[config.mk]
export PLATFORM = sky130hd
export DESIGN_NAME = alu_core
export DESIGN_NICKNAME = d
export VERILOG_FILES = /design/src/rtl/alu_pkg.sv /design/src/rtl/alu_core.sv
export SDC_FILE = /design/constraint.sdc
export NUM_CORES = 2
export LEC_CHECK = 0
export ABC_CLOCK_PERIOD_IN_PS = 5750
export BUFFER_PORTS_ARGS = -buffer_cell sky130_fd_sc_hd__buf_2
export CORE_ASPECT_RATIO = 0.7
export CORE_MARGIN = 2
export CORE_UTILIZATION = 25
export CTS_CLUSTER_DIAMETER = 100
export CTS_CLUSTER_SIZE = 8
export DETAILED_ROUTE_END_ITERATION = 8
export PLACE_DENSITY = 0.37
export SYNTH_ARGS = -nofsm -noshare
export SYNTH_HDL_FRONTEND = slang
export SYNTH_SLANG_ARGS = --single-unit
export TNS_END_PERCENT = 30
[constraint.sdc]
create_clock -name SYS_CLK -period 5.75 [get_ports SYS_CLK]
set_clock_uncertainty 0.05 [all_clocks]
set_input_delay 0.575 -clock SYS_CLK [delete_from_list [all_inputs] [get_ports SYS_CLK]]
set_output_delay 0.575 -clock SYS_CLK [all_outputs]
set_load 0.02 [all_outputs]
[src/rtl/alu_pkg.sv]
// package for the arithmetic and logic datapath: offsets, fields, opcodes
// Contract
// RULE_01: register add, with carry, flags ZCNVH, one clock
// RULE_02: register subtract, with carry, flags ZCNVH, one clock
// RULE_03: subtract immediate, flags ZCNVH, one clock
// RULE_04: subtract immediate and carry, flags ZCNVH, one clock
// RULE_05: word add immediate, flags ZCNVS, two clocks
// RULE_06: word subtract immediate, flags ZCNVS, two clocks
// RULE_07: AND register or constant, flags ZNV, one clock
// RULE_08: OR, OR immediate, XOR, flags ZNV, one clock
// RULE_09: set bits ORs mask, flags ZNV, one clock
// RULE_10: clear bits ANDs 0xFF minus mask, ZNV
// RULE_11: test ANDs register with itself, sets ZNV
// RULE_12: invert, negate, increment, decrement, one clock each
// RULE_13: bit set/clear only on I/O 0x00-0x1F
// RULE_14: skip tests one I/O bit, reports skip
// RULE_15: some flags clear on writing one
// RULE_16: bit set/clear touches only the addressed bit
// RULE_17: software writes zero to reserved bits
// RULE_18: software never writes reserved I/O addresses
// RULE_19: unlisted flags kept, result written at end; word ops write the low byte at the end of the first clock
package alu_pkg;
  // apb register byte offsets
  localparam logic [7:0] ALU_CMD_OFFSET = 8'h00;
  localparam logic [7:0] ALU_STATUS_OFFSET = 8'h04;
  localparam logic [7:0] ALU_GPR_SEL_OFFSET = 8'h08;
  localparam logic [7:0] ALU_GPR_DATA_OFFSET = 8'h0c;
  localparam logic [7:0] ALU_IO_SEL_OFFSET = 8'h10;
  localparam logic [7:0] ALU_IO_DATA_OFFSET = 8'h14;
  // command word fields (lsb positions)
  localparam int ALU_CMD_OP_POS = 0;
  localparam int ALU_CMD_DST_POS = 5;
  localparam int ALU_CMD_SRC_POS = 10;
  localparam int ALU_CMD_IMM_POS = 16;
  localparam int ALU_CMD_BIT_POS = 24;
  // status word bit positions
  localparam int ALU_FLAG_C = 0;
  localparam int ALU_FLAG_Z = 1;
  localparam int ALU_FLAG_N = 2;
  localparam int ALU_FLAG_V = 3;
  localparam int ALU_FLAG_S = 4;
  localparam int ALU_FLAG_H = 5;
  localparam int ALU_STAT_BUSY = 8;
  localparam int ALU_STAT_SKIP = 9;
  // reset values
  localparam logic [5:0] ALU_FLAGS_RESET = 6'h00;
  localparam logic [7:0] ALU_BYTE_RESET = 8'h00;
  // bit-addressable io range ends here
  localparam logic [5:0] ALU_IO_BIT_LAST = 6'h1f;
  localparam logic [7:0] ALU_ALL_ONES = 8'hff;
  // opcodes
  localparam logic [4:0] ALU_OP_ADD = 5'h00;
  localparam logic [4:0] ALU_OP_ADD_CARRY = 5'h01;
  localparam logic [4:0] ALU_OP_SUB = 5'h02;
  localparam logic [4:0] ALU_OP_DIFFERENCE_WITH_CARRY = 5'h03;
  localparam logic [4:0] ALU_OP_DIFFERENCE_IMMEDIATE = 5'h04;
  localparam logic [4:0] ALU_OP_DIFFERENCE_CARRY_IMMEDIATE = 5'h05;
  localparam logic [4:0] ALU_OP_WORD_IMMEDIATE_SUM = 5'h06;
  localparam logic [4:0] ALU_OP_WORD_IMMEDIATE_DIFFERENCE = 5'h07;
  localparam logic [4:0] ALU_OP_AND = 5'h08;
  localparam logic [4:0] ALU_OP_MASK_AND_IMMEDIATE = 5'h09;
  localparam logic [4:0] ALU_OP_OR = 5'h0a;
  localparam logic [4:0] ALU_OP_OR_IMMEDIATE = 5'h0b;
  localparam logic [4:0] ALU_OP_EXCLUSIVE_OR_REGISTERS = 5'h0c;
  localparam logic [4:0] ALU_OP_ONES_INVERT = 5'h0d;
  localparam logic [4:0] ALU_OP_TWOS_INVERT = 5'h0e;
  localparam logic [4:0] ALU_OP_SET_BITS_MASK = 5'h0f;
  localparam logic [4:0] ALU_OP_CLEAR_BITS_MASK = 5'h10;
  localparam logic [4:0] ALU_OP_PLUS_ONE = 5'h11;
  localparam logic [4:0] ALU_OP_MINUS_ONE = 5'h12;
  localparam logic [4:0] ALU_OP_ZERO_SIGN_TEST = 5'h13;
  localparam logic [4:0] ALU_OP_IO_BIT_SET = 5'h14;
  localparam logic [4:0] ALU_OP_IO_BIT_CLEAR = 5'h15;
  localparam logic [4:0] ALU_OP_SKIP_IF_IO_BIT_ONE = 5'h16;
  localparam logic [4:0] ALU_OP_SKIP_IF_IO_BIT_ZERO = 5'h17;

  typedef enum logic [1:0] {ALU_IDLE, ALU_EXEC, ALU_EXEC2} alu_state_t;

  // io bits that clear when written with one
  function automatic logic [7:0] alu_w1c_mask(input logic [4:0] addr);
    unique case (addr)
      5'h0e: alu_w1c_mask = 8'he0;
      5'h0b: alu_w1c_mask = 8'h27;
      5'h08: alu_w1c_mask = 8'h10;
      5'h06: alu_w1c_mask = 8'h10;
      default: alu_w1c_mask = 8'h00;
    endcase
  endfunction
endpackage

[src/rtl/alu_core.sv]
// arithmetic and logic datapath with register file, io bit space and apb slave
//
// Chosen here: the register addresses and register access over APB.
`timescale 1ns/1ps
`default_nettype none
module alu_core (
  // clock, reset, enable
  input wire logic SYS_CLK,
  input wire logic RSTN,
  input wire logic CE,
  // apb slave
  input wire logic PSEL,
  input wire logic PENABLE,
  input wire logic PWRITE,
  input wire logic [7:0] PADDR,
  input wire logic [31:0] PWDATA,
  output logic [31:0] PRDATA,
  output logic PREADY,
  output logic PSLVERR,
  // peripheral flag events
  input wire logic IO_FLAG_STB,
  input wire logic [4:0] IO_FLAG_ADDR,
  input wire logic [7:0] IO_FLAG_SET,
  // status
  output logic BUSY,
  output logic SKIP
);

  logic [7:0] gpr [32];
  logic [7:0] io [32];
  logic [7:0] next_io [32];
  alu_pkg::alu_state_t state;
  alu_pkg::alu_state_t next_state;
  logic [5:0] flags;
  logic [5:0] next_flags;
  logic [4:0] op;
  logic [4:0] dst;
  logic [4:0] src;
  logic [5:0] io_addr;
  logic [7:0] imm;
  logic [2:0] bit_sel;
  logic [7:0] hold_high;
  logic [4:0] gpr_sel;
  logic [4:0] io_sel;
  logic skip;
  logic next_skip;

  // apb decode
  wire access = PSEL && PENABLE && CE;
  wire wr = access && PWRITE;
  wire hit_cmd = PADDR == alu_pkg::ALU_CMD_OFFSET;
  wire hit_status = PADDR == alu_pkg::ALU_STATUS_OFFSET;
  wire hit_gsel = PADDR == alu_pkg::ALU_GPR_SEL_OFFSET;
  wire hit_gdata = PADDR == alu_pkg::ALU_GPR_DATA_OFFSET;
  wire hit_isel = PADDR == alu_pkg::ALU_IO_SEL_OFFSET;
  wire hit_idata = PADDR == alu_pkg::ALU_IO_DATA_OFFSET;
  wire mapped = hit_cmd | hit_status | hit_gsel | hit_gdata | hit_isel | hit_idata;
  wire idle = state == alu_pkg::ALU_IDLE;
  // commands and data writes arriving while busy are dropped
  wire start = wr && hit_cmd && idle;
  wire bus_gpr_wr = wr && hit_gdata && idle;
  wire bus_io_wr = wr && hit_idata && idle;
  wire bus_flag_wr = wr && hit_status && idle;

  assign PREADY = CE;
  assign PSLVERR = access && !mapped;
  assign BUSY = !idle;
  assign SKIP = skip;

  wire [31:0] status_word = {22'h0, skip, !idle, 2'b00, flags};
  assign PRDATA = !(PSEL && PENABLE && !PWRITE) ? 32'h0000_0000 :
                  hit_status ? status_word :
                  hit_gsel ? {27'h0, gpr_sel} :
                  hit_gdata ? {24'h0, gpr[gpr_sel]} :
                  hit_isel ? {27'h0, io_sel} :
                  hit_idata ? {24'h0, io[io_sel]} :
                  hit_cmd ? {5'h0, bit_sel, imm, io_addr[5], src, dst, op} : 32'h0000_0000;

  // 8-bit add or subtract with carry in; returns {h, v, c, result}
  function automatic logic [10:0] arith8(input logic [7:0] a, input logic [7:0] b,
                                         input logic cin, input logic sub);
    logic [7:0] r;
    logic h;
    logic c;
    logic v;
    r = sub ? 8'(a - b - {7'h0, cin}) : 8'(a + b + {7'h0, cin});
    if (sub) begin
      h = (~a[3] & b[3]) | (b[3] & r[3]) | (r[3] & ~a[3]);
      c = (~a[7] & b[7]) | (b[7] & r[7]) | (r[7] & ~a[7]);
      v = (a[7] & ~b[7] & ~r[7]) | (~a[7] & b[7] & r[7]);
    end else begin
      h = (a[3] & b[3]) | (b[3] & ~r[3]) | (~r[3] & a[3]);
      c = (a[7] & b[7]) | (b[7] & ~r[7]) | (~r[7] & a[7]);
      v = (a[7] & b[7] & ~r[7]) | (~a[7] & ~b[7] & r[7]);
    end
    arith8 = {h, v, c, r};
  endfunction

  // operand fetch
  wire [7:0] rd = gpr[dst];
  wire [7:0] rr = gpr[src];
  wire [4:0] dst_high = 5'(dst + 5'h01);
  wire [15:0] word_in = {gpr[dst_high], rd};
  wire [15:0] word_k = {10'h000, imm[5:0]};
  wire word_sub = op == alu_pkg::ALU_OP_WORD_IMMEDIATE_DIFFERENCE;
  wire [15:0] word_res = word_sub ? 16'(word_in - word_k) : 16'(word_in + word_k);
  wire io_in_range = io_addr <= alu_pkg::ALU_IO_BIT_LAST;
  wire [7:0] io_cur = io[io_addr[4:0]];
  wire io_bit = io_cur[bit_sel];
  wire [7:0] bit_onehot = 8'h01 << bit_sel;
  wire carry = flags[alu_pkg::ALU_FLAG_C];

  // shared adder inputs
  logic [7:0] ar_a;
  logic [7:0] ar_b;
  logic ar_cin;
  logic ar_sub;
  always_comb begin
    ar_a = rd;
    ar_b = rr;
    ar_cin = 1'b0;
    ar_sub = 1'b0;
    unique case (op)
      alu_pkg::ALU_OP_ADD_CARRY: ar_cin = carry;
      alu_pkg::ALU_OP_SUB: ar_sub = 1'b1;
      alu_pkg::ALU_OP_DIFFERENCE_WITH_CARRY: begin
        ar_sub = 1'b1;
        ar_cin = carry;
      end
      alu_pkg::ALU_OP_DIFFERENCE_IMMEDIATE: begin
        ar_sub = 1'b1;
        ar_b = imm;
      end
      alu_pkg::ALU_OP_DIFFERENCE_CARRY_IMMEDIATE: begin
        ar_sub = 1'b1;
        ar_b = imm;
        ar_cin = carry;
      end
      alu_pkg::ALU_OP_TWOS_INVERT: begin
        ar_sub = 1'b1;
        ar_a = 8'h00;
        ar_b = rd;
      end
      alu_pkg::ALU_OP_PLUS_ONE: ar_b = 8'h01;
      alu_pkg::ALU_OP_MINUS_ONE: begin
        ar_sub = 1'b1;
        ar_b = 8'h01;
      end
      default: ;
    endcase
  end
  wire [10:0] ar = arith8(ar_a, ar_b, ar_cin, ar_sub);
  wire [7:0] ar_res = ar[7:0];

  // word flags from the held result and the original high byte
  logic [15:0] word_res_q;
  logic word_high_in;
  wire word_v = word_sub ? (word_high_in & ~word_res_q[15]) : (~word_high_in & word_res_q[15]);
  wire word_c = word_sub ? (word_res_q[15] & ~word_high_in) : (~word_res_q[15] & word_high_in);

  // datapath result and flag update
  logic [7:0] res;
  logic res_wr;
  logic [4:0] res_addr;
  logic io_op_wr;
  logic [7:0] io_op_val;
  logic [7:0] io_op_clr;
  always_comb begin
    next_state = state;
    next_flags = flags; // [RULE_19]
    next_skip = skip;
    res = ar_res;
    res_wr = 1'b0;
    res_addr = dst;
    io_op_wr = 1'b0;
    io_op_val = io_cur;
    io_op_clr = 8'h00;
    unique case (state)
      alu_pkg::ALU_IDLE: begin
        if (start) begin
          next_state = alu_pkg::ALU_EXEC;
        end
      end
      alu_pkg::ALU_EXEC: begin
        next_state = alu_pkg::ALU_IDLE;
        unique case (op)
          alu_pkg::ALU_OP_ADD, alu_pkg::ALU_OP_ADD_CARRY, alu_pkg::ALU_OP_SUB,
          alu_pkg::ALU_OP_DIFFERENCE_WITH_CARRY, alu_pkg::ALU_OP_DIFFERENCE_IMMEDIATE,
          alu_pkg::ALU_OP_DIFFERENCE_CARRY_IMMEDIATE, alu_pkg::ALU_OP_TWOS_INVERT: begin
            // [RULE_01] [RULE_02] [RULE_03] [RULE_04] [RULE_12]
            res_wr = 1'b1;
            next_flags[alu_pkg::ALU_FLAG_H] = ar[10];
            next_flags[alu_pkg::ALU_FLAG_V] = ar[9];
            next_flags[alu_pkg::ALU_FLAG_C] = ar[8];
          end
          alu_pkg::ALU_OP_PLUS_ONE, alu_pkg::ALU_OP_MINUS_ONE: begin
            res_wr = 1'b1; // [RULE_12]
            next_flags[alu_pkg::ALU_FLAG_V] = ar[9];
          end
          alu_pkg::ALU_OP_ONES_INVERT: begin
            res = 8'(alu_pkg::ALU_ALL_ONES - rd); // [RULE_12]
            res_wr = 1'b1;
            next_flags[alu_pkg::ALU_FLAG_C] = 1'b1;
            next_flags[alu_pkg::ALU_FLAG_V] = 1'b0;
          end
          alu_pkg::ALU_OP_AND, alu_pkg::ALU_OP_MASK_AND_IMMEDIATE, alu_pkg::ALU_OP_OR,
          alu_pkg::ALU_OP_OR_IMMEDIATE, alu_pkg::ALU_OP_EXCLUSIVE_OR_REGISTERS,
          alu_pkg::ALU_OP_SET_BITS_MASK, alu_pkg::ALU_OP_CLEAR_BITS_MASK,
          alu_pkg::ALU_OP_ZERO_SIGN_TEST: begin
            unique case (op)
              alu_pkg::ALU_OP_AND: res = rd & rr; // [RULE_07]
              alu_pkg::ALU_OP_MASK_AND_IMMEDIATE: res = rd & imm; // [RULE_07]
              alu_pkg::ALU_OP_OR: res = rd | rr; // [RULE_08]
              alu_pkg::ALU_OP_EXCLUSIVE_OR_REGISTERS: res = rd ^ rr; // [RULE_08]
              alu_pkg::ALU_OP_CLEAR_BITS_MASK: res = rd & 8'(alu_pkg::ALU_ALL_ONES - imm); // [RULE_10]
              alu_pkg::ALU_OP_ZERO_SIGN_TEST: res = rd & rd; // [RULE_11]
              default: res = rd | imm; // [RULE_08] [RULE_09]
            endcase
            res_wr = 1'b1;
            next_flags[alu_pkg::ALU_FLAG_V] = 1'b0;
          end
          alu_pkg::ALU_OP_WORD_IMMEDIATE_SUM, alu_pkg::ALU_OP_WORD_IMMEDIATE_DIFFERENCE: begin
            // low byte now, high byte and flags on the second clock [RULE_05] [RULE_06]
            res = word_res[7:0];
            res_wr = 1'b1;
            next_state = alu_pkg::ALU_EXEC2;
          end
          alu_pkg::ALU_OP_IO_BIT_SET, alu_pkg::ALU_OP_IO_BIT_CLEAR: begin
            next_state = alu_pkg::ALU_EXEC2;
          end
          alu_pkg::ALU_OP_SKIP_IF_IO_BIT_ONE: next_skip = io_in_range && io_bit; // [RULE_14]
          alu_pkg::ALU_OP_SKIP_IF_IO_BIT_ZERO: next_skip = io_in_range && !io_bit; // [RULE_14]
          default: ;
        endcase
        if (res_wr) begin
          next_flags[alu_pkg::ALU_FLAG_Z] = res == 8'h00;
          next_flags[alu_pkg::ALU_FLAG_N] = res[7];
        end
      end
      alu_pkg::ALU_EXEC2: begin
        next_state = alu_pkg::ALU_IDLE;
        if (op == alu_pkg::ALU_OP_IO_BIT_SET || op == alu_pkg::ALU_OP_IO_BIT_CLEAR) begin
          // single bit only, so other clear-on-one flags stay intact [RULE_16]
          io_op_wr = io_in_range; // [RULE_13]
          if (op == alu_pkg::ALU_OP_IO_BIT_SET) begin
            io_op_val = io_cur | bit_onehot;
            io_op_clr = bit_onehot;
          end else begin
            io_op_val = io_cur & ~bit_onehot;
          end
        end else begin
          res = hold_high; // [RULE_05] [RULE_06]
          res_addr = dst_high;
          res_wr = 1'b1;
          next_flags[alu_pkg::ALU_FLAG_Z] = word_res_q == 16'h0000;
          next_flags[alu_pkg::ALU_FLAG_N] = word_res_q[15];
          next_flags[alu_pkg::ALU_FLAG_C] = word_c;
          next_flags[alu_pkg::ALU_FLAG_V] = word_v;
          next_flags[alu_pkg::ALU_FLAG_S] = word_res_q[15] ^ word_v;
        end
      end
    endcase
  end

  // io write merge: clear-on-one bits only clear, hardware set wins [RULE_15]
  wire io_wr = bus_io_wr | io_op_wr;
  wire [4:0] io_wr_addr = bus_io_wr ? io_sel : io_addr[4:0];
  wire [7:0] io_wr_val = bus_io_wr ? PWDATA[7:0] : io_op_val;
  wire [7:0] io_wr_clr = bus_io_wr ? PWDATA[7:0] : io_op_clr;
  always_comb begin
    for (int i = 0; i < 32; i++) begin
      next_io[i] = io[i];
      if (io_wr && io_wr_addr == 5'(i)) begin
        next_io[i] = (io_wr_val & ~alu_pkg::alu_w1c_mask(5'(i))) |
                     (io[i] & alu_pkg::alu_w1c_mask(5'(i)) & ~io_wr_clr); // [RULE_15]
      end
      if (IO_FLAG_STB && IO_FLAG_ADDR == 5'(i)) begin
        next_io[i] = next_io[i] | IO_FLAG_SET;
      end
    end
  end

  // control state
  always_ff @(posedge SYS_CLK or negedge RSTN) begin
    if (!RSTN) begin
      state <= alu_pkg::ALU_IDLE;
      flags <= alu_pkg::ALU_FLAGS_RESET;
      skip <= 1'b0;
      op <= 5'h00;
      dst <= 5'h00;
      src <= 5'h00;
      io_addr <= 6'h00;
      imm <= alu_pkg::ALU_BYTE_RESET;
      bit_sel <= 3'h0;
      gpr_sel <= 5'h00;
      io_sel <= 5'h00;
    end else if (CE) begin
      state <= next_state;
      flags <= bus_flag_wr ? PWDATA[5:0] : next_flags;
      skip <= next_skip;
      if (start) begin
        op <= PWDATA[alu_pkg::ALU_CMD_OP_POS +: 5];
        dst <= PWDATA[alu_pkg::ALU_CMD_DST_POS +: 5];
        src <= PWDATA[alu_pkg::ALU_CMD_SRC_POS +: 5];
        io_addr <= PWDATA[alu_pkg::ALU_CMD_SRC_POS +: 6];
        imm <= PWDATA[alu_pkg::ALU_CMD_IMM_POS +: 8];
        bit_sel <= PWDATA[alu_pkg::ALU_CMD_BIT_POS +: 3];
      end
      if (wr && hit_gsel) begin
        gpr_sel <= PWDATA[4:0];
      end
      if (wr && hit_isel) begin
        io_sel <= PWDATA[4:0];
      end
    end
  end

  // word result hold between the two clocks
  always_ff @(posedge SYS_CLK or negedge RSTN) begin
    if (!RSTN) begin
      hold_high <= alu_pkg::ALU_BYTE_RESET;
      word_res_q <= 16'h0000;
      word_high_in <= 1'b0;
    end else if (CE && state == alu_pkg::ALU_EXEC) begin
      hold_high <= word_res[15:8];
      word_res_q <= word_res;
      word_high_in <= word_in[15];
    end
  end

  // register file and io space; result lands at the end of the last clock, a word low byte at the end of the first [RULE_19]
  always_ff @(posedge SYS_CLK or negedge RSTN) begin
    if (!RSTN) begin
      for (int i = 0; i < 32; i++) begin
        gpr[i] <= alu_pkg::ALU_BYTE_RESET;
        io[i] <= alu_pkg::ALU_BYTE_RESET;
      end
    end else if (CE) begin
      if (res_wr) begin
        gpr[res_addr] <= res;
      end else if (bus_gpr_wr) begin
        gpr[gpr_sel] <= PWDATA[7:0];
      end
      for (int i = 0; i < 32; i++) begin
        io[i] <= next_io[i];
      end
    end
  end

endmodule
`default_nettype wire

# After elaboration in Yosys (flattened, before gate mapping)

Cells that the tools add are included.

Input bits: 60
Output and inout port bits: 36
Bits in registers: 588

Bitwise logic cells: 254
Reduce and logical (&&, ||, !) cells: 124
Muxes and demuxes: 177
Add/subtract/negate cells: 9
Order comparisons: 11
Shift operators: 1
Equal/unequal tests: 98

Operator list:

| operator           | count |
|---|---|
| $mux 8             | 122 |
| $and 8x8->8        | 101 |
| $or 8x8->8         | 67 |
| $bwmux 256         | 2 |
| $mux 256           | 2 |
| $not 8->8          | 34 |
| $bmux 8 s5         | 6 |
| $eq 5x5->1 const B | 40 |
| $mux 27            | 7 |
| $eq 5x4->1 const B | 24 |
| $logic_and 1x1->1  | 84 |
| $demux 8 s5        | 2 |
| $eq 5x3->1 const B | 12 |
| $pmux 8 s3         | 2 |
| $pmux 8 s6         | 1 |
| $ge 6x6->1 const B | 7 |
| $not 5->6          | 7 |
| $eq 5x2->1 const B | 6 |
| $and 1x1->1        | 20 |
| $mux 5             | 4 |
| $reduce_or 20->1   | 1 |
| $reduce_or 9->1    | 2 |
| $add 16x6->16      | 1 |
| $eq 8x4->1 const B | 2 |
| other kinds (52)   | 118 |

# Longest topological paths before layout

Depth after elaboration: 16
Mapped depth: 24
Depth with buffers taken out: 21

# Worst setup path before layout

Ideal clock, no wire load.

Path kind: flip-flop to flip-flop
Start point: register dst[1]
End point: register gpr[239] (netlist name)
Library setup time: 0.133 ns
Cell stages (with the launch flop): 22
Arrival: 4.815 ns
Clock period less this slack: 4.998 ns
Path slack: 0.752 ns
Path through: dfrtp_1 -> buf_6 -> buf_6 -> buf_4 -> buf_4 -> buf_6 -> mux4_2 -> mux2i_1 -> o22ai_1 -> nor3_1 -> o221ai_1 -> ha_1 -> ha_1 -> nor4_1 -> o21ai_0 -> a211o_1 -> nand3_1 -> a21oi_1 -> xnor2_1 -> a221oi_1 -> clkbuf_1 -> o21ai_0

Longest elaborated chain between the ends: 13
Elaborated cells on any way between the ends: 38

RTL lines:

| element                                           | RTL line        | text |
|---|---|---|
| start: declaration                                | alu_core.sv:37  | `logic [4:0] dst;` |
| start signal: assignment                          | alu_core.sv:303 | `dst <= PWDATA[alu_pkg::ALU_CMD_DST_POS +: 5];` |
| $not 5->6 (not written as such)                   | alu_core.sv:100 | `wire [7:0] rd = gpr[dst];` |
| $bmux 8 s5                                        | alu_core.sv:100 |  |
| $mux 8 (not written as such) (2 in a row)         | alu_core.sv:100 |  |
| $pmux 8 s3 / $mux 8 (equally long branches)       | alu_core.sv:123 | `unique case (op)` |
| $add 8x8->8 / $sub 8x8->8 (equally long branches) | alu_core.sv:86  | `r = sub ? 8'(a - b - {7'h0, cin}) : 8'(a + b + {7'h0, cin});` |
| $add 8x1->8 / $sub 8x1->8 (equally long branches) | alu_core.sv:86  |  |
| $mux 8                                            | alu_core.sv:86  |  |
| $pmux 8 s3                                        | alu_core.sv:186 | `unique case (op)` |
| $mux 8                                            | alu_core.sv:178 | `unique case (state)` |
| $pmux 8 s2                                        | alu_core.sv:178 |  |
| $bwmux 256 *                                      | alu_core.sv:340 | `gpr[res_addr] <= res;` |
| $mux 256 *                                        | alu_core.sv:339 | `if (res_wr) begin` |
| end signal: indexed assignment                    | alu_core.sv:335 | `gpr[i] <= alu_pkg::ALU_BYTE_RESET;` |
| end signal: indexed assignment                    | alu_core.sv:340 |  |
| end signal: indexed assignment                    | alu_core.sv:342 | `gpr[gpr_sel] <= PWDATA[7:0];` |
| end: declaration                                  | alu_core.sv:29  | `logic [7:0] gpr [32];` |

Mark *: on every way between the ends. The rest lies on a longest branch, timed or not. The select of a mux whose other input is x is not followed.
A chain may end at the register's enable or synchronous reset.

# Worst setup path after layout

Start point: register dst[1]
End point: register gpr[94] (netlist name)

The elaborated chain is that of the path after synthesis.

==> metrics list <==
- The first detailed-routing pass ran for 8 iterations.
- Counting flops and latches in the post-synthesis netlist gives 575.
- Measured against its own limit, the worst slew margin works out to a little under an eighth.
* Depth of the worst register-to-register path: 21
- After detailed routing, the total wire length is approximately 250 mm.
- Drt wl/cell: 34.7 um
* Sequential-to-total area share from yosys stat: between 30% and 40%
* Die area: about 180000 sq um
- Final weighted congestion in routability-driven placement: between 0.9 and 1
* Core area: 174000 sq um
* Main area contributors after synthesis: sky130_fd_sc_hd__dfrtp_1 33%, sky130_fd_sc_hd__mux4_2 22%, sky130_fd_sc_hd__nand2_1 6.1%
- Worst slew pin tran: roughly 1.3 ns
- HPWL Detailed: 178 mm
- The H-tree was split into 3 levels.
* Required time reported for the critical path endpoint: between 6 and 7 ns
* Residual antenna-violating net count after detailed routing: 0
- Clock net sink count: 575
- The total count of max-transition violations in the final report came to 0.
- The synthesized design contains 0 enable-type register cells.
- The path class of the tightest hold or removal check is input pin to flip-flop.
- Fraction of layout cells with a size suffix above 1: between 20% and 30%
- TritonCTS clock tree: yes
- After routing the design area is 51600 sq um.
* Run status: finished clean
- Placed inst area: between 40000 and 50000 sq um
- Cells fill 29.6% of the core in the end.
- Global routing usage summed across all routing layers: approximately a quarter
- Commonest cells after routing, fill and taps aside: 709 x sky130_fd_sc_hd__nand2_1, 561 x sky130_fd_sc_hd__dfrtp_1, 536 x sky130_fd_sc_hd__nor2_1, 420 x sky130_fd_sc_hd__mux4_2, 308 x sky130_fd_sc_hd__a21oi_1
- CTS placed an instance of sky130_fd_sc_hd__clkbuf_16 at the clock tree root.
* Max Fanout on Critical Path: 10
- Post-synthesis async set-or-reset flop share: 100%
- Port bufs: 85
- Area share of the largest cell type after synthesis: ~33%
* Standby leakage power: slightly above 0.02 uW
- Entering global routing, the biggest net connects 119 pins.
* Period minus WS final: roughly 5.7 ns
* Unrepaired setup endpoints after global routing: yes
- Max VDD drop: approximately 340 uV
* Final cycle utilization of the critical path: around 100%
- sky130_fd_sc_hd__dfrtp_1 takes more of the synthesized area than any other cell.
- Vertical die dimension: about 350 um
- Horizontal die dimension: approximately 500 um
- Pin placement for this block handled 96 I/O pins.
* Critical R2R Capture: gpr[94]
- Total power density per cell area: around 300 nW/um^2
- The worst hold path terminates at imm[1].
- Deepest clock path buffer count: 3
- Along the worst hold path, the cell count comes to 3.
* Clock transition time at the flip-flop clock pins of the worst setup and hold paths: 0.06 ns
* Highest Clock Rate: approximately 180 MHz
* Syn Std Cell Area: 44000 sq um
- Data arrival, critical path: around 6.2 ns
* Area added between synthesis and finish: 17.3%
- The final count of hold timing violations came to 0.
- Reg-to-reg startpoint: dst[1]
- Synthesized area divided by synthesized cell count: 9.53 sq um
- For this run the aggregate overflow at the end of global routing stands at 0.
- In this run, the number of DRC markers left after iteration 0 of detailed routing was around 6000.
- The later pin in the worst-skew pair is clocked with a latency of between 0.7 and 0.8 ns.
- In the synthesized netlist, the number of instances is 4614.
- Most frequent standard cell in the layout excluding fill and tap cells: sky130_fd_sc_hd__nand2_1
- Across all layers, the routed design uses around 43000 vias.
* Rows: about 130
* Setup violation total in the final timing report: 0
- Crit path kind: flip-flop to flip-flop
- Wire length of the first global-routing pass: ~340 mm
- Total CTS buffers: about 80
- Max Cap Viol: 0
- Origin of the worst min-delay path: PWDATA[17]
- The number of global-route vias before repair came to 39200.
- Final-stage net count: about 4900
- After synthesis, the netlist uses 79 different library cells.
* Number of antenna violations at the first check in global routing: 21
- FF-to-FF setup slack: slightly above 0.05 ns
* Initial standard-cell utilization of the core: roughly 25%
* Fin worst setup slack: roughly 0.051 ns
* Yosys synthesis warning count: 0
- The worst setup path is launched from a flip-flop.
* Critical Path Sink Type: flip-flop
* Worst-case setup slack after placement: -0.157 ns
- Worst setup startpoint: dst[1]
- After detailed routing, the number of vias per cell comes to roughly 6.0.
- Residual DRC count: 0
* Most common flop cell mapped by yosys: sky130_fd_sc_hd__dfrtp_1
## logic make-up after synthesis
group	synth area share [%]
other	0.00853
multiplexers	25.0
flip-flops	32.7
XOR/XNOR	0.538
buffers and inverters	4.28
AND/OR/NAND/NOR	19.2
AO/OA/AOI/OAI	16.8
adder cells (fa/ha/maj)	1.45
## registers in the layout, indices dropped and copies added (netlist names), 5 cells and up
signal,cells
flags,6
word_res_q,8
imm,8
dst,5
io_sel,5
io,256
gpr_sel,5
op,5
hold_high,8
gpr,256
## worst max-delay path, stage by stage (launching register included)
cell and delay, ns:
sky130_fd_sc_hd__dfrtp_4 0.56, sky130_fd_sc_hd__buf_6 0.17, sky130_fd_sc_hd__buf_16 0.15, sky130_fd_sc_hd__buf_12 0.16, sky130_fd_sc_hd__buf_12 0.13, sky130_fd_sc_hd__mux4_2 0.35, sky130_fd_sc_hd__mux4_2 0.55, sky130_fd_sc_hd__nand2_1 0.10
sky130_fd_sc_hd__nand3_1 0.16, sky130_fd_sc_hd__a22oi_1 0.20, sky130_fd_sc_hd__o21ai_1 0.13, sky130_fd_sc_hd__ha_1 0.34, sky130_fd_sc_hd__inv_1 0.09, sky130_fd_sc_hd__ha_1 0.35, sky130_fd_sc_hd__a21oi_2 0.15, sky130_fd_sc_hd__xor2_1 0.22
sky130_fd_sc_hd__mux2i_2 0.14, sky130_fd_sc_hd__a2111o_1 0.46, sky130_fd_sc_hd__a222oi_1 0.34, sky130_fd_sc_hd__or2_4 0.37, sky130_fd_sc_hd__clkbuf_16 0.25, sky130_fd_sc_hd__o21ai_0 0.10
## cell type report
cell class,instances,area [sq um]
sequential,575,14400
timing repair buffer,446,3840
tap,2340,2930
inverter,59,223
multi-input combinational,3598,28000
clock buffer,96,2120
fill,18100,123000
antenna,5,12.5
clock inverter,6,82.6
## repair_timing
item	4_1_cts	5_1_grt
pin swaps	0	8
hold buffers	2	0
hold endpoints to repair	81	0
setup endpoints to repair	33	119
resized for setup	5	45
cloned	1	4
buffers inserted	2	24
## synthesized netlist by cell type (14+ instances only)
| cell type | number |
|---|---|
| sky130_fd_sc_hd__a21oi_1 | 311 |
| sky130_fd_sc_hd__a221o_1 | 58 |
| sky130_fd_sc_hd__a22o_1 | 36 |
| sky130_fd_sc_hd__a22oi_1 | 160 |
| sky130_fd_sc_hd__a32oi_1 | 37 |
| sky130_fd_sc_hd__and2_1 | 36 |
| sky130_fd_sc_hd__buf_1 | 40 |
| sky130_fd_sc_hd__buf_2 | 40 |
| sky130_fd_sc_hd__buf_4 | 19 |
| sky130_fd_sc_hd__clkbuf_1 | 273 |
| sky130_fd_sc_hd__dfrtp_1 | 575 |
| sky130_fd_sc_hd__ha_1 | 42 |
| sky130_fd_sc_hd__inv_1 | 58 |
| sky130_fd_sc_hd__mux2_2 | 47 |
| sky130_fd_sc_hd__mux2i_1 | 102 |
| sky130_fd_sc_hd__mux4_2 | 420 |
| sky130_fd_sc_hd__nand2_1 | 710 |
| sky130_fd_sc_hd__nand2b_1 | 26 |
| sky130_fd_sc_hd__nand3_1 | 65 |
| sky130_fd_sc_hd__nand3b_1 | 14 |
| sky130_fd_sc_hd__nor2_1 | 539 |
| sky130_fd_sc_hd__nor2b_1 | 22 |
| sky130_fd_sc_hd__nor3_1 | 96 |
| sky130_fd_sc_hd__nor3b_1 | 249 |
| sky130_fd_sc_hd__o211ai_1 | 14 |
| sky130_fd_sc_hd__o21ai_0 | 236 |
| sky130_fd_sc_hd__o21ai_1 | 43 |
| sky130_fd_sc_hd__o21ai_2 | 20 |
| sky130_fd_sc_hd__o221ai_1 | 14 |
| sky130_fd_sc_hd__o22ai_1 | 20 |
| sky130_fd_sc_hd__o31ai_1 | 36 |
| sky130_fd_sc_hd__or2_2 | 15 |
| sky130_fd_sc_hd__or3_1 | 17 |
| sky130_fd_sc_hd__xnor2_1 | 17 |
## power by group
| part | internal, uW | total (uW) | leakage, uW | switching, uW |
|---|---|---|---|---|
| Clock | 2580 | 4710 | 0.00108 | 2130 |
| Combinational | 2030 | 6030 | 0.0113 | 4000 |
| Sequential | 4400 | 4780 | 0.00772 | 373 |
## metal layers
| metal | wire [um] | vias to the layer above | global-route usage, % | share of wire, % |
|---|---|---|---|---|
| li1 | - | 17700 | - | - |
| met1 | 117000 | 22400 | 41.8 | 47 |
| met2 | 92300 | 2492 | 33.8 | 37 |
| met3 | 31600 | 295 | 9.77 | 13 |
| met4 | 6080 | 10 | 5.69 | 2.5 |
| met5 | 68 | - | 0 | 0.027 |
## metrics by stage
| stage | hold WS (ns) | total power (uW) | TNS, ns | cells |
|---|---|---|---|---|
| finish | 0.0446 | 15500 | 0 | 7125 |
| global route | 0.0316 | 16000 | -0.826 | 7120 |
| CTS | 0.00762 | 15200 | 0 | 7092 |
| detailed placement | 0.434 | 10500 | -3.28 | 6985 |
| global placement | 0.426 | 10500 | -1.62 | 6985 |
| floorplan | 0.229 | 7500 | 0 | 4618 |
## worst max-delay path by stage
stage               end  depth (start not counted)  slack [ns]
6_report        gpr[94]                         21        0.05
4_1_cts        gpr[206]                         20        0.04
5_1_grt        gpr[190]                         24       -0.04
3_3_place_gp   gpr[198]                         21       -0.09
3_5_place_dp   gpr[246]                         21       -0.16
2_1_floorplan  gpr[239]                         21        0.75
Note: power is estimated with default switching activity, not from simulation.
